[src/dac_serial_consts.svh]
// Notes on behaviour
// - while frame select is low, data is sampled on each of the first sixteen falling shift clocks.
// - sixteenth falling edge loads twelve data bits and two mode bits.
// - frame is two ignored bits, two mode bits, twelve data bits.
// - frame select rising before edge sixteen clears shift register, nothing updates.
// - power-up clears the converter register to zero until a valid write.
// - mode 00 normal, 01 1k pull, 10 100k pull, 11 three-state.
// - power-down switches output from amplifier to the selected termination.
// - power-down disables bias, amplifier, string; converter value kept.
`ifndef DAC_SERIAL_CONSTS_SVH
`define DAC_SERIAL_CONSTS_SVH
`define FRAME_BITS 16
`define DATA_BITS 12
`define DATA_LSB 0
`define MODE_LSB 12
`define COUNT_LAST 5'h10
`define DATA_RESET 12'h000
`define MODE_RESET 2'h0
`define ANALOG_RESET 6'h27
`define FRAME_RESET 16'h0000
`endif

[src/dac_serial_pkg.sv]
package dac_serial_pkg;
    typedef enum logic [1:0] {
        MODE_NORMAL = 2'h0,
        MODE_PD_1K = 2'h1,
        MODE_PD_100K = 2'h2,
        MODE_PD_OPEN = 2'h3
    } op_mode_e;

    typedef enum logic [2:0] {
        ST_IDLE = 3'h1,
        ST_SHIFT = 3'h2,
        ST_DONE = 3'h4
    } frame_state_e;

    typedef struct packed {
        logic amp_select;
        logic pull_1k;
        logic pull_100k;
        logic bias_enable;
        logic amp_enable;
        logic string_enable;
    } analog_ctl_s;

    typedef struct packed {
        logic [2:0] sel_sync;
        logic [2:0] clk_sync;
        logic [2:0] din_sync;
        frame_state_e state;
        logic [4:0] count;
        logic [15:0] input_frame_shift;
        logic [11:0] dac_code;
        op_mode_e mode;
        analog_ctl_s analog;
        logic load_pulse;
    } dac_state_s;
endpackage : dac_serial_pkg

[src/dac_serial_ctrl.sv]
`timescale 1ns/1ps
`default_nettype none
`include "dac_serial_consts.svh"

module dac_serial_ctrl (
    input wire logic MCLK_IN,
    input wire logic RSTN_IN,
    input wire logic FRAME_SEL_N_IN,
    input wire logic SHIFT_CLK_IN,
    input wire logic SER_DATA_IN,
    output logic [11:0] DAC_CODE_OUT,
    output dac_serial_pkg::op_mode_e MODE_OUT,
    output dac_serial_pkg::analog_ctl_s ANALOG_CTL_OUT,
    output logic LOAD_OUT
);
    import dac_serial_pkg::*;

    dac_state_s r;
    dac_state_s next_r;
    logic sel_high;
    logic sel_rise;
    logic sel_fall;
    logic clk_fall;
    logic [15:0] shifted;

    // ****************************************
    // pin sampling: a change counts when stages two and three differ
    // ****************************************
    always_comb begin
        sel_high = r.sel_sync[1] & r.sel_sync[2];
        sel_rise = r.sel_sync[1] & ~r.sel_sync[2];
        sel_fall = ~r.sel_sync[1] & r.sel_sync[2];
        clk_fall = ~r.clk_sync[1] & r.clk_sync[2];
        shifted = {r.input_frame_shift[14:0], r.din_sync[1]};
    end

    // ****************************************
    // frame engine
    // ****************************************
    always_comb begin
        next_r = r;
        next_r.sel_sync = {r.sel_sync[1:0], FRAME_SEL_N_IN};
        next_r.clk_sync = {r.clk_sync[1:0], SHIFT_CLK_IN};
        next_r.din_sync = {r.din_sync[1:0], SER_DATA_IN};
        next_r.load_pulse = 1'b0;
        unique case (r.state)
            ST_IDLE: begin
                // only a fresh falling select opens a frame
                if (sel_fall) begin
                    next_r.state = ST_SHIFT;
                    next_r.count = 5'h00;
                    next_r.input_frame_shift = `FRAME_RESET;
                end
            end
            ST_SHIFT: begin
                if (sel_rise || sel_high) begin
                    next_r.state = ST_IDLE;
                    next_r.input_frame_shift = `FRAME_RESET;
                    next_r.count = 5'h00;
                end else if (clk_fall) begin
                    next_r.input_frame_shift = shifted;
                    next_r.count = r.count + 5'h01;
                    if (r.count + 5'h01 == `COUNT_LAST) begin
                        // top two bits are don't-care
                        next_r.dac_code = shifted[`DATA_LSB +: `DATA_BITS];
                        next_r.mode = op_mode_e'(shifted[`MODE_LSB +: 2]);
                        next_r.load_pulse = 1'b1;
                        next_r.state = ST_DONE;
                    end
                end
            end
            ST_DONE: begin
                // extra edges are dropped until select goes high
                if (sel_high) begin
                    next_r.state = ST_IDLE;
                end
            end
        endcase
        // output termination follows the applied mode; code is never touched here
        next_r.analog.amp_select = (next_r.mode == MODE_NORMAL);
        next_r.analog.pull_1k = (next_r.mode == MODE_PD_1K);
        next_r.analog.pull_100k = (next_r.mode == MODE_PD_100K);
        next_r.analog.bias_enable = (next_r.mode == MODE_NORMAL);
        next_r.analog.amp_enable = (next_r.mode == MODE_NORMAL);
        next_r.analog.string_enable = (next_r.mode == MODE_NORMAL);
    end

    always_ff @(posedge MCLK_IN) begin
        if (!RSTN_IN) begin
            // select stage resets high so a select held low through reset is seen as a falling select and opens a frame
            r.sel_sync <= 3'h7;
            r.clk_sync <= 3'h0;
            r.din_sync <= 3'h0;
            r.state <= ST_IDLE;
            r.count <= 5'h00;
            r.input_frame_shift <= `FRAME_RESET;
            r.dac_code <= `DATA_RESET;
            r.mode <= MODE_NORMAL;
            r.analog <= analog_ctl_s'(`ANALOG_RESET);
            r.load_pulse <= 1'b0;
        end else begin
            r <= next_r;
        end
    end

    assign DAC_CODE_OUT = r.dac_code;
    assign MODE_OUT = r.mode;
    assign ANALOG_CTL_OUT = r.analog;
    assign LOAD_OUT = r.load_pulse;

    // ****************************************
    // checks
    // ****************************************
    AST_LOAD_ONLY_ON_16: assert property (@(posedge MCLK_IN) disable iff (!RSTN_IN)
        LOAD_OUT |-> $past(r.count) == 5'h0f && $past(clk_fall))
        else $error("load without sixteenth edge");
    AST_CODE_STABLE: assert property (@(posedge MCLK_IN) disable iff (!RSTN_IN)
        !LOAD_OUT |-> $stable(DAC_CODE_OUT) && $stable(MODE_OUT))
        else $error("code changed without load");
    AST_ABORT_CLEARS: assert property (@(posedge MCLK_IN) disable iff (!RSTN_IN)
        (r.state == ST_SHIFT && sel_rise) |=> r.input_frame_shift == 16'h0000 && r.state == ST_IDLE)
        else $error("abort did not clear");
    AST_SHIFT_IN: assert property (@(posedge MCLK_IN) disable iff (!RSTN_IN)
        (r.state == ST_SHIFT && !sel_rise && !sel_high && clk_fall)
        |=> r.input_frame_shift[0] == $past(r.din_sync[1]))
        else $error("bit not shifted");
    AST_DONE_IGNORES: assert property (@(posedge MCLK_IN) disable iff (!RSTN_IN)
        (r.state == ST_DONE && !sel_high) |=> r.state == ST_DONE && !LOAD_OUT)
        else $error("edge accepted after frame end");
    AST_PD_TERM: assert property (@(posedge MCLK_IN) disable iff (!RSTN_IN)
        (MODE_OUT != MODE_NORMAL) |-> !ANALOG_CTL_OUT.amp_select
        && ANALOG_CTL_OUT.pull_1k == (MODE_OUT == MODE_PD_1K)
        && ANALOG_CTL_OUT.pull_100k == (MODE_OUT == MODE_PD_100K))
        else $error("wrong termination");
    AST_PD_OFF: assert property (@(posedge MCLK_IN) disable iff (!RSTN_IN)
        (MODE_OUT != MODE_NORMAL) |-> !ANALOG_CTL_OUT.bias_enable
        && !ANALOG_CTL_OUT.amp_enable && !ANALOG_CTL_OUT.string_enable)
        else $error("power-down left enables on");
    AST_RESET_ZERO: assert property (@(posedge MCLK_IN)
        $rose(RSTN_IN) |-> DAC_CODE_OUT == 12'h000 && MODE_OUT == MODE_NORMAL)
        else $error("reset value wrong");
    AST_LOAD_FIELDS: assert property (@(posedge MCLK_IN) disable iff (!RSTN_IN)
        LOAD_OUT |-> DAC_CODE_OUT == r.input_frame_shift[11:0]
        && MODE_OUT == op_mode_e'(r.input_frame_shift[13:12]))
        else $error("fields misplaced");

    // ****************************************
    // checks: frame entry and exit
    // ****************************************
    // a level of select alone must never open a frame
    AST_OPEN_ON_FALL: assert property (@(posedge MCLK_IN) disable iff (!RSTN_IN)
        (r.state == ST_IDLE && sel_fall)
        |=> r.state == ST_SHIFT && r.count == 5'h00 && r.input_frame_shift == `FRAME_RESET)
        else $error("frame not opened on falling select");
    AST_IDLE_WAITS: assert property (@(posedge MCLK_IN) disable iff (!RSTN_IN)
        (r.state == ST_IDLE && !sel_fall) |=> r.state == ST_IDLE && !LOAD_OUT)
        else $error("frame opened without falling select");
    AST_DONE_EXIT: assert property (@(posedge MCLK_IN) disable iff (!RSTN_IN)
        (r.state == ST_DONE && sel_high) |=> r.state == ST_IDLE)
        else $error("frame end not left on high select");
    AST_STATE_LEGAL: assert property (@(posedge MCLK_IN) disable iff (!RSTN_IN)
        r.state == ST_IDLE || r.state == ST_SHIFT || r.state == ST_DONE)
        else $error("illegal frame state");

    // ****************************************
    // checks: shifting and counting
    // ****************************************
    // an edge seen together with a rising select is dropped, the abort wins
    AST_COUNT_STEP: assert property (@(posedge MCLK_IN) disable iff (!RSTN_IN)
        (r.state == ST_SHIFT && !sel_rise && !sel_high && clk_fall && r.count != 5'h0f)
        |=> r.state == ST_SHIFT && r.count == $past(r.count) + 5'h01)
        else $error("edge count did not advance");
    AST_COUNT_HOLD: assert property (@(posedge MCLK_IN) disable iff (!RSTN_IN)
        (r.state == ST_SHIFT && !sel_rise && !sel_high && !clk_fall)
        |=> $stable(r.count) && $stable(r.input_frame_shift))
        else $error("shift register moved without an edge");
    AST_SHIFT_ORDER: assert property (@(posedge MCLK_IN) disable iff (!RSTN_IN)
        (r.state == ST_SHIFT && !sel_rise && !sel_high && clk_fall)
        |=> r.input_frame_shift[15:1] == $past(r.input_frame_shift[14:0]))
        else $error("shift register did not move up");
    AST_COUNT_RANGE: assert property (@(posedge MCLK_IN) disable iff (!RSTN_IN)
        r.state == ST_SHIFT |-> r.count < `COUNT_LAST)
        else $error("edge count past frame length");

    // ****************************************
    // checks: load and abort
    // ****************************************
    // the last bit goes straight from the pin stage into the code, not via the register
    AST_SIXTEENTH_LOADS: assert property (@(posedge MCLK_IN) disable iff (!RSTN_IN)
        (r.state == ST_SHIFT && !sel_rise && !sel_high && clk_fall && r.count == 5'h0f)
        |=> LOAD_OUT && r.state == ST_DONE)
        else $error("sixteenth edge did not load");
    AST_LAST_BIT: assert property (@(posedge MCLK_IN) disable iff (!RSTN_IN)
        LOAD_OUT |-> DAC_CODE_OUT == {$past(r.input_frame_shift[10:0]), $past(r.din_sync[1])})
        else $error("code not taken from frame tail");
    AST_LAST_MODE: assert property (@(posedge MCLK_IN) disable iff (!RSTN_IN)
        LOAD_OUT |-> MODE_OUT == op_mode_e'($past(r.input_frame_shift[12:11])))
        else $error("mode not taken from frame");
    AST_LOAD_ONE_CYCLE: assert property (@(posedge MCLK_IN) disable iff (!RSTN_IN)
        LOAD_OUT |=> !LOAD_OUT)
        else $error("load pulse too long");
    AST_ABORT_KEEPS: assert property (@(posedge MCLK_IN) disable iff (!RSTN_IN)
        (r.state == ST_SHIFT && (sel_rise || sel_high))
        |=> !LOAD_OUT && $stable(DAC_CODE_OUT) && $stable(MODE_OUT))
        else $error("aborted frame changed outputs");

    // ****************************************
    // checks: output controls
    // ****************************************
    // power-down gates the analog enables and switches the termination; the code register is left alone
    AST_NORMAL_ON: assert property (@(posedge MCLK_IN) disable iff (!RSTN_IN)
        (MODE_OUT == MODE_NORMAL) |-> ANALOG_CTL_OUT.amp_select && ANALOG_CTL_OUT.bias_enable
        && ANALOG_CTL_OUT.amp_enable && ANALOG_CTL_OUT.string_enable)
        else $error("normal mode left a block off");
    AST_OPEN_OUT: assert property (@(posedge MCLK_IN) disable iff (!RSTN_IN)
        (MODE_OUT == MODE_PD_OPEN) |-> !ANALOG_CTL_OUT.amp_select && !ANALOG_CTL_OUT.pull_1k
        && !ANALOG_CTL_OUT.pull_100k)
        else $error("open output still terminated");
    AST_PD_KEEPS_CODE: assert property (@(posedge MCLK_IN) disable iff (!RSTN_IN)
        (MODE_OUT != MODE_NORMAL && !LOAD_OUT) |-> $stable(DAC_CODE_OUT))
        else $error("code lost in power-down");
    AST_RESET_CONTROLS: assert property (@(posedge MCLK_IN)
        $rose(RSTN_IN) |-> ANALOG_CTL_OUT == analog_ctl_s'(`ANALOG_RESET) && !LOAD_OUT)
        else $error("reset controls wrong");
endmodule : dac_serial_ctrl
`default_nettype wire

[config.mk]
export PLATFORM = sky130hd
export DESIGN_NAME = dac_serial_ctrl
export DESIGN_NICKNAME = d
export VERILOG_FILES = /design/src/dac_serial_pkg.sv /design/src/dac_serial_ctrl.sv
export VERILOG_INCLUDE_DIRS = /design/src
export SDC_FILE = /design/constraint.sdc
export NUM_CORES = 1
export LEC_CHECK = 0
export ABC_CLOCK_PERIOD_IN_PS = 1800
export BUFFER_PORTS_ARGS = -buffer_cell sky130_fd_sc_hd__buf_2
export CAP_MARGIN = 0
export CORE_UTILIZATION = 33
export DETAILED_ROUTE_END_ITERATION = 8
export GPL_TIMING_DRIVEN = 0
export REMOVE_ABC_BUFFERS = 1
export SLEW_MARGIN = 20
export SYNTH_ARGS = -nofsm -noshare
export SYNTH_HDL_FRONTEND = slang
export SYNTH_SLANG_ARGS = --single-unit
[constraint.sdc]
create_clock -name MCLK_IN -period 1.8 [get_ports MCLK_IN]
set_input_delay 0.09 -clock MCLK_IN [delete_from_list [all_inputs] [get_ports MCLK_IN]]
set_output_delay 0.09 -clock MCLK_IN [all_outputs]
set_load 0.005 [all_outputs]
Yosys cells after proc, flatten, opt, wreduce, memory -nomap -nowiden --
Cells that the tools add are included.
Storage, ports and cells: output and inout bits 21, word-level logic and storage cells 52, bits in registers 49, input port bits 5
Cells by class: $add $sub $neg 1, reductions and logical operators 7, mux-type cells 11, equal/unequal tests 10, bitwise operators 11
Operator list (number):
- 24-bit two-way mux | 2
- 21-bit one-hot mux with 2 select lines | 1
- 38-bit two-way mux | 1
- 14-bit two-way mux | 1
- 3-bit one-hot mux with 3 select lines | 1
- 4-bit AND reduction | 2
- 1-bit NOT | 7
- 3-bit two-way mux | 2
- 3-bit != test, second input constant | 2
- 5-bit by 1-bit adder with 5-bit output, second input constant | 1
- 5-bit == test, second input constant | 1
- 1-bit bitwise AND | 4
- 2-bit two-way mux | 2
- 2-bit != test, second input constant | 2
- 4-bit OR reduction | 1
- 3-bit by 1-bit == test with 1-bit output, second input constant | 1
- 3-bit by 2-bit == test with 1-bit output, second input constant | 1
- 3-bit == test, second input constant | 1
- 3-bit AND reduction | 1
- 2-bit by 1-bit == test with 1-bit output, second input constant | 1
- 2-bit == test, second input constant | 1
- 2-bit logical NOT | 1
- 2-bit nonzero test | 1
- 1-bit logical OR | 1
- 1-bit two-way mux | 1

Logic depth before layout (Yosys ltp) --
Gate-level depths: netlist of run 1.
word-level depth 7, depth in mapped cells 7

Worst setup path before layout of run 1 --
No wires, ideal clock.
path kind flip-flop to flip-flop, start point register r[42] (netlist bit), end point register r (netlist bit ANALOG_CTL_OUT[3]), library setup time 0.121 ns, path buffers 2, data arrival time 1.800 ns, period minus slack after synthesis 1.921 ns, setup slack -0.121 ns, cell stages (with the launch flop) 7, cells stage by stage dfxtp_1 > or4b_1 > buf_4 > nor2_8 > and4_4 > buf_12 > mux2_2
Between the ends: longest elaborated chain between the ends 3
Ends and longest elaborated chain:
- from (decl) | line dac_serial_ctrl.sv:18 | dac_state_s r;
- from (signal assigned) | line dac_serial_ctrl.sv:102 | r <= next_r;
- 3-bit by 2-bit == test with 1-bit output | line dac_serial_ctrl.sv:46 | unique case (r.state)
- 2-bit two-way mux | line dac_serial_ctrl.sv:46
- 2-bit == test | line dac_serial_ctrl.sv:82 | next_r.analog.pull_100k = (next_r.mode == MODE_PD_100K);
No other way between the ends. A chain may end at the register's enable or synchronous reset.

Worst setup path after layout of run 1 --
start point register r[42] (netlist bit), end point register r (netlist bit ANALOG_CTL_OUT[4])
Between the ends: longest elaborated chain between the ends 3
Ends and longest elaborated chain:
- 3-bit by 2-bit == test with 1-bit output | line dac_serial_ctrl.sv:46
- 2-bit two-way mux | line dac_serial_ctrl.sv:46
- 2-bit by 1-bit == test with 1-bit output | line dac_serial_ctrl.sv:81 | next_r.analog.pull_1k = (next_r.mode == MODE_PD_1K);
No other way between the ends.

==> results.cfg, run 1 <==
[run_status]
status = finished with violations
violations = setup timing

[place]
dp.cells = 286
dp_hpwl_um = 2140
place_area_um2 = 2073
place_congestion = 0.7975
portBuffers = 25

[logic_synthesis]
synth_area_leaders = dfxtp_1, buf_4, mux2i_1
synth.largest_area_cell = dfxtp_1
synthXorXnorAreaFrac_pct = 0.4202
synth.distinct_cells = 37
yosys.area_share.adder_pct = 1.200
yosysWarnings = 0
syn-cell-area_um2 = 2084
synth_compound_area_share_pct = 11.28
syn_inst = 217
synth_top_area_share_pct = 45.14
synth_top_family_by_area = simple AND/OR/NAND/NOR gates
syn_area_per_cell_um2 = 9.606
yosysSeqAreaShare_pct = 45.14
synthMuxAreaShare_pct = 7.803
ys_ff_latch = 47
synth-simple-area-share_pct = 22.93

[setup_path]
required_ns = 1.99
end_kind = flip-flop
r2r-start = r[42]$_SDFFE_PN1P_
r2r_slack_ns = -0.007
ff2ff_path_depth = 4
crit_path_max_fanout = 5
startpoint = r[42]$_SDFFE_PN1P_
r2r_end = ANALOG_CTL_OUT[4]$_SDFF_PN0_
endpoint = ANALOG_CTL_OUT[4]$_SDFF_PN0_
startpoint_type = flip-flop
critical_path_class = flip-flop to flip-flop
arrival_ns = 2.00

[clocking]
cts_max_path_buffers = 2
clk_pin_slew_ns = 0.08
cts_root_buffer = clkbuf_8
cts_buffers = 5
clock_latency_ns = 0.29
htree_num_levels = 2
numClockSinks = 47
cts_tree = yes

[layout]
final_util_pct = 39.47
design_area_um2 = 2365
most-common-layout-cells = dfxtp_1, nand2_1, buf_2, nor2b_1
drive_gt1_share_pct = 25.86
nFillCells = 609
finalNonFillerCells = 307
layout_commonest_cell = dfxtp_1
n_antenna_cell = 0
syn_to_final_growth_pct = 13.45
final_nets = 238

[global_route]
grt-ovfl-total = 0
grt_max_degree = 59
grt_pass1_vias = 1447
grt_usage_pct = 12.58
grt_pass1_wl_um = 6354
antenna_found_initial = 0

[floorplanning]
core.rowCount = 28
ios = 26
core_um2 = 5991
die_area_um2 = 6638
die_height_um = 81.48
initial_core_util_pct = 34.80
chipWidth_um = 81.48

[timing]
hold_viol = 0
fin_crit_sh_pct = 100.4
grt_setup_unrepaired = yes
setup_viol = 2
period_needed_ns = 1.807
finClkSkew_ns = 0.004710
setup_ws_ns = -0.007467
fmax_mhz = 553.3
slew_headroom_pct = 42.17
slew_violations = 0
worst_pin_slew_ns = 0.8674

[route]
drtIter0Drc = 80
vias_per_cell = 4.717
vias = 1448
firstDrtPassIters = 6
drt-total-wl_um = 3612
wl_per_cell_um = 11.77
drc = 0
drtAntennaViolNets = 0

[run]
drv_cap = 0

[power_and_ir_drop]
vdd_drop_max_v = 0.0004294
p_leak_nw = 0.8987
p_per_area_nw_per_um2 = 785.9

[hold_path]
min_path_type = input port to flip-flop
[layout make-up]
cell class / instances / area [um^2] / share of cell area, %
Inverter: 1 / 3.754 / 0.1587
Tap cell: 75 / 93.84 / 3.968
Clock buffer: 8 / 100.1 / 4.233
Sequential cell: 47 / 953.4 / 40.32
Timing Repair Buffer: 38 / 267.8 / 11.32
Multi-Input combinational cell: 138 / 945.9 / 40.00
[worst min path at each step]
stage	cells past startpoint	to	start	slack (ns)
2_1_floorplan	1	next_r[52]$_SDFF_PN1_	RSTN_IN	0.16
6_report	2	next_r[52]$_SDFF_PN1_	RSTN_IN	0.38
4_1_cts	2	next_r[52]$_SDFF_PN1_	RSTN_IN	0.38
3_3_place_gp	2	next_r[52]$_SDFF_PN1_	FRAME_SEL_N_IN	0.28
5_1_grt	2	next_r[53]$_SDFF_PN1_	RSTN_IN	0.42
3_5_place_dp	2	next_r[52]$_SDFF_PN1_	FRAME_SEL_N_IN	0.27
[state kept, by name, summed over array words and instances (netlist names)]
name / count
DAC_CODE_OUT: 12
r: 23
MODE_OUT: 2
next_r: 6
LOAD_OUT: 1
ANALOG_CTL_OUT: 3
[power breakdown]
group | total (mW) | switching, mW | internal, mW | leakage (nW)
clock network | 0.685 | 0.334 | 0.351 | 0.0515
logic | 0.109 | 0.0547 | 0.0545 | 0.465
registers | 1.06 | 0.0108 | 1.05 | 0.382
[stage by stage]
| step | setup WS (ns) | hold WS [ns] | setup TNS, ns | total power, mW |
|---|---|---|---|---|
| 6_report | -0.007467 | 0.3819 | -0.01271 | 1.859 |
| 5_1_grt | -0.05116 | 0.4220 | -0.2950 | 1.951 |
| 4_1_cts | -0.002308 | 0.3829 | -0.002308 | 1.876 |
| 3_5_place_dp | -0.5827 | 0.2725 | -12.03 | 1.167 |
| 3_3_place_gp | -0.5847 | 0.2772 | -11.87 | 1.166 |
| 2_1_floorplan | -0.3395 | 0.1630 | -2.840 | 1.133 |
[worst max-delay path: stages (launching register included)]
cell and delay (ns):
dfxtp_4 0.35, or4b_4 0.58, nor2_8 0.14, and4_4 0.29, mux2_2 0.34
[per-layer routing]
metal,global-route usage (%),part of all wire (%),vias up
li1,-,-,747
met1,14.21,48,679
met2,21.83,47,17
met3,3.333,2.9,5
met4,6.071,1.8,0
met5,0,0,-
[cells in the mapped netlist]
library cell	count
nor4bb_1	1
nor2_1	4
a41o_1	1
nand3b_1	1
a311oi_1	1
o221ai_2	1
o311ai_0	1
buf_4	21
buf_2	2
and4_4	1
nor2b_1	18
mux2i_1	14
o21ai_0	4
xnor2_1	1
clkbuf_1	6
nand2_1	31
and2_1	5
nand2b_1	6
dfxtp_1	47
nor3_1	4
ha_1	2
nand3_1	3
or4b_1	1
a21oi_1	7
buf_12	2
a22oi_1	14
mux2_2	2
nand4_1	1
nor2_8	1
inv_1	1
nor4b_1	1
o21a_1	2
or2_2	1
and3_1	2
nor3b_1	5
a21bo_2	1
o21bai_1	1
[cells by family (layout without fill, tap and decap cells)]
group	count (synthesis)	after routing
AOI/OAI and AO/OA	33	33
xor gates and xnor gates	1	1
adders and majority gates	2	2
buffers and inverters	32	47
DFF	47	47
muxes	16	16
and+or+nand+nor	86	86
[repair_timing]
| item | 4_1_cts | 5_1_grt |
|---|---|---|
| gates resized for setup | 12 | 2 |
| endpoints found under the setup margin | 33 | 24 |
| buffers inserted | 8 | 3 |
| endpoints found under the hold margin | 3 | 0 |
| hold buffers | 3 | 0 |
| pin swaps | 3 | 1 |
(Power assumes the default switching activity.)
==> run 2: changes to the inputs <==
CORE_UTILIZATION = 50   (was 33)
PLACE_DENSITY = 0.73   (was default)
==> results.cfg, run 2 (synthesized netlist as in run 1, its figures left out) <==
[run_status]
status = completed

[setup_path]
crit_chain = or4b_4, nor2_8, and4_4, mux2_2
arrival_ns = 1.96
startpoint_type = flip-flop
critical_path_class = flip-flop to flip-flop
end_kind = flip-flop
crit_path_top_delay_cell = or4b_4
slowest_delay_ns = 0.58
crit_path_max_fanout = 7
required_ns = 1.99

[route]
drc = 0
drtIter0Drc = 95
vias = 1456
wl_per_cell_um = 11.87
drt-total-wl_um = 3348
drtAntennaViolNets = 0
firstDrtPassIters = 4
vias_per_cell = 5.163

[global_route]
grt_pass1_vias = 1294
grt_usage_pct = 16.25
grt_pass1_wl_um = 5464
grt-ovfl-total = 0
grt_max_degree = 59
antenna_found_initial = 0

[layout]
syn_to_final_growth_pct = 10.86
most-common-layout-cells = dfxtp_1, nand2_1, buf_2, nor2b_1
drive_gt1_share_pct = 25.86
largest-register = r
final_nets = 239
layout_commonest_cell = dfxtp_1
finalNonFillerCells = 282
nFillCells = 376
n_antenna_cell = 0
largest_register_ffs = 23

[clocking]
cts_max_path_buffers = 2
clk_pin_slew_ns = 0.08
htree_num_levels = 2
numClockSinks = 47
cts_buffers = 5
cts_tree = yes
cts_root_buffer = clkbuf_8
clock_latency_ns = 0.29

[timing]
worst_pin_slew_ns = 0.8394
hold_viol = 0
grt_setup_unrepaired = no
slew_violations = 0
period_needed_ns = 1.770
fin_crit_sh_pct = 98.32
setup_viol = 0
slew_headroom_pct = 44.04
fmax_mhz = 565.0
finClkSkew_ns = 0.004525
whs_ns = 0.3774

[floorplanning]
initial_core_util_pct = 52.11
die_height_um = 66.57
die_area_um2 = 4431
core.rowCount = 23
core_um2 = 4000
ios = 26
chipWidth_um = 66.57

[place]
dp.cells = 261
dp_hpwl_um = 1915
place_congestion = 0.8031
portBuffers = 25

[power_and_ir_drop]
p_per_area_nw_per_um2 = 777.3
vdd_drop_max_v = 0.0006188
p_leak_nw = 0.8963

[run]
drv_cap = 0

[hold_path]
min_path_type = input port to flip-flop
[run 2: cell count changes in the layout (fill, tap and decap cells not counted), sizes merged]
cell,previous run,this run
clkbuf,8,6
buf,35,36
clkinv,0,1
[run 2: area by class of cell]
cell class,count,area [um^2],share of cell area (%)
clock buffers,6,82.58,3.573
inverters,1,3.754,0.1624
flip-flops and latches,47,955.9,41.36
well taps,50,62.56,2.707
repair buffers,39,257.7,11.15
multi-input cells,138,943.4,40.82
clock inverters,1,5.005,0.2166
[run 2: worst max-delay path: cells and delay by family, from the launching register on]
family | cells | cell delay [ns]
and+or+nand+nor | 3 | 0.97
DFF | 1 | 0.35
muxes | 1 | 0.34
[run 2: final timing paths]
check,startpoint,to,slack (ns),cells after the start
hold / removal,RSTN_IN,next_r[52]$_SDFF_PN1_,0.38,2
setup / recovery,r[42]$_SDFFE_PN1P_,ANALOG_CTL_OUT[4]$_SDFF_PN0_,0.03,4
setup reg to reg,r[42]$_SDFFE_PN1P_,ANALOG_CTL_OUT[4]$_SDFF_PN0_,0.03,4
hold reg to reg,next_r[52]$_SDFF_PN1_,next_r[53]$_SDFF_PN1_,0.41,1
[run 2: what timing repair did]
action / CTS / global route
setup endpoints to repair: 33 / 14
resized for setup: 14 / 4
pin swaps: 3 / 3
hold buffers: 3 / 0
setup buffers: 9 / 2
hold endpoints to repair: 3 / 0
[run 2: metal layers]
metal,track usage [%],vias up,routed length [um]
met5,0,-,0
met3,4.795,7,120
met2,26.77,22,1599
met4,7.713,0,57
met1,19.13,675,1571
li1,-,752,-
[run 2: report_power, final]
part / internal [mW] / leakage (nW) / switching (mW)
logic: 0.0500 / 0.467 / 0.0521
clock network: 0.302 / 0.0470 / 0.330
registers: 1.05 / 0.383 / 0.0105
[run 2: metrics by stage]
stage / util, % / instance area [um^2] / TNS (ns) / power (mW) / setup slack, ns
6_report: 57.77 / 2311 / 0 / 1.796 / 0.03015
5_1_grt: 57.77 / 2311 / 0 / 1.859 / 0.001795
4_1_cts: 56.80 / 2272 / 0 / 1.806 / 0.005487
3_5_place_dp: 51.05 / 2042 / -11.05 / 1.164 / -0.5560
3_3_place_gp: 51.05 / 2042 / -11.62 / 1.164 / -0.5833
2_1_floorplan: - / 1854 / -2.840 / 1.133 / -0.3395
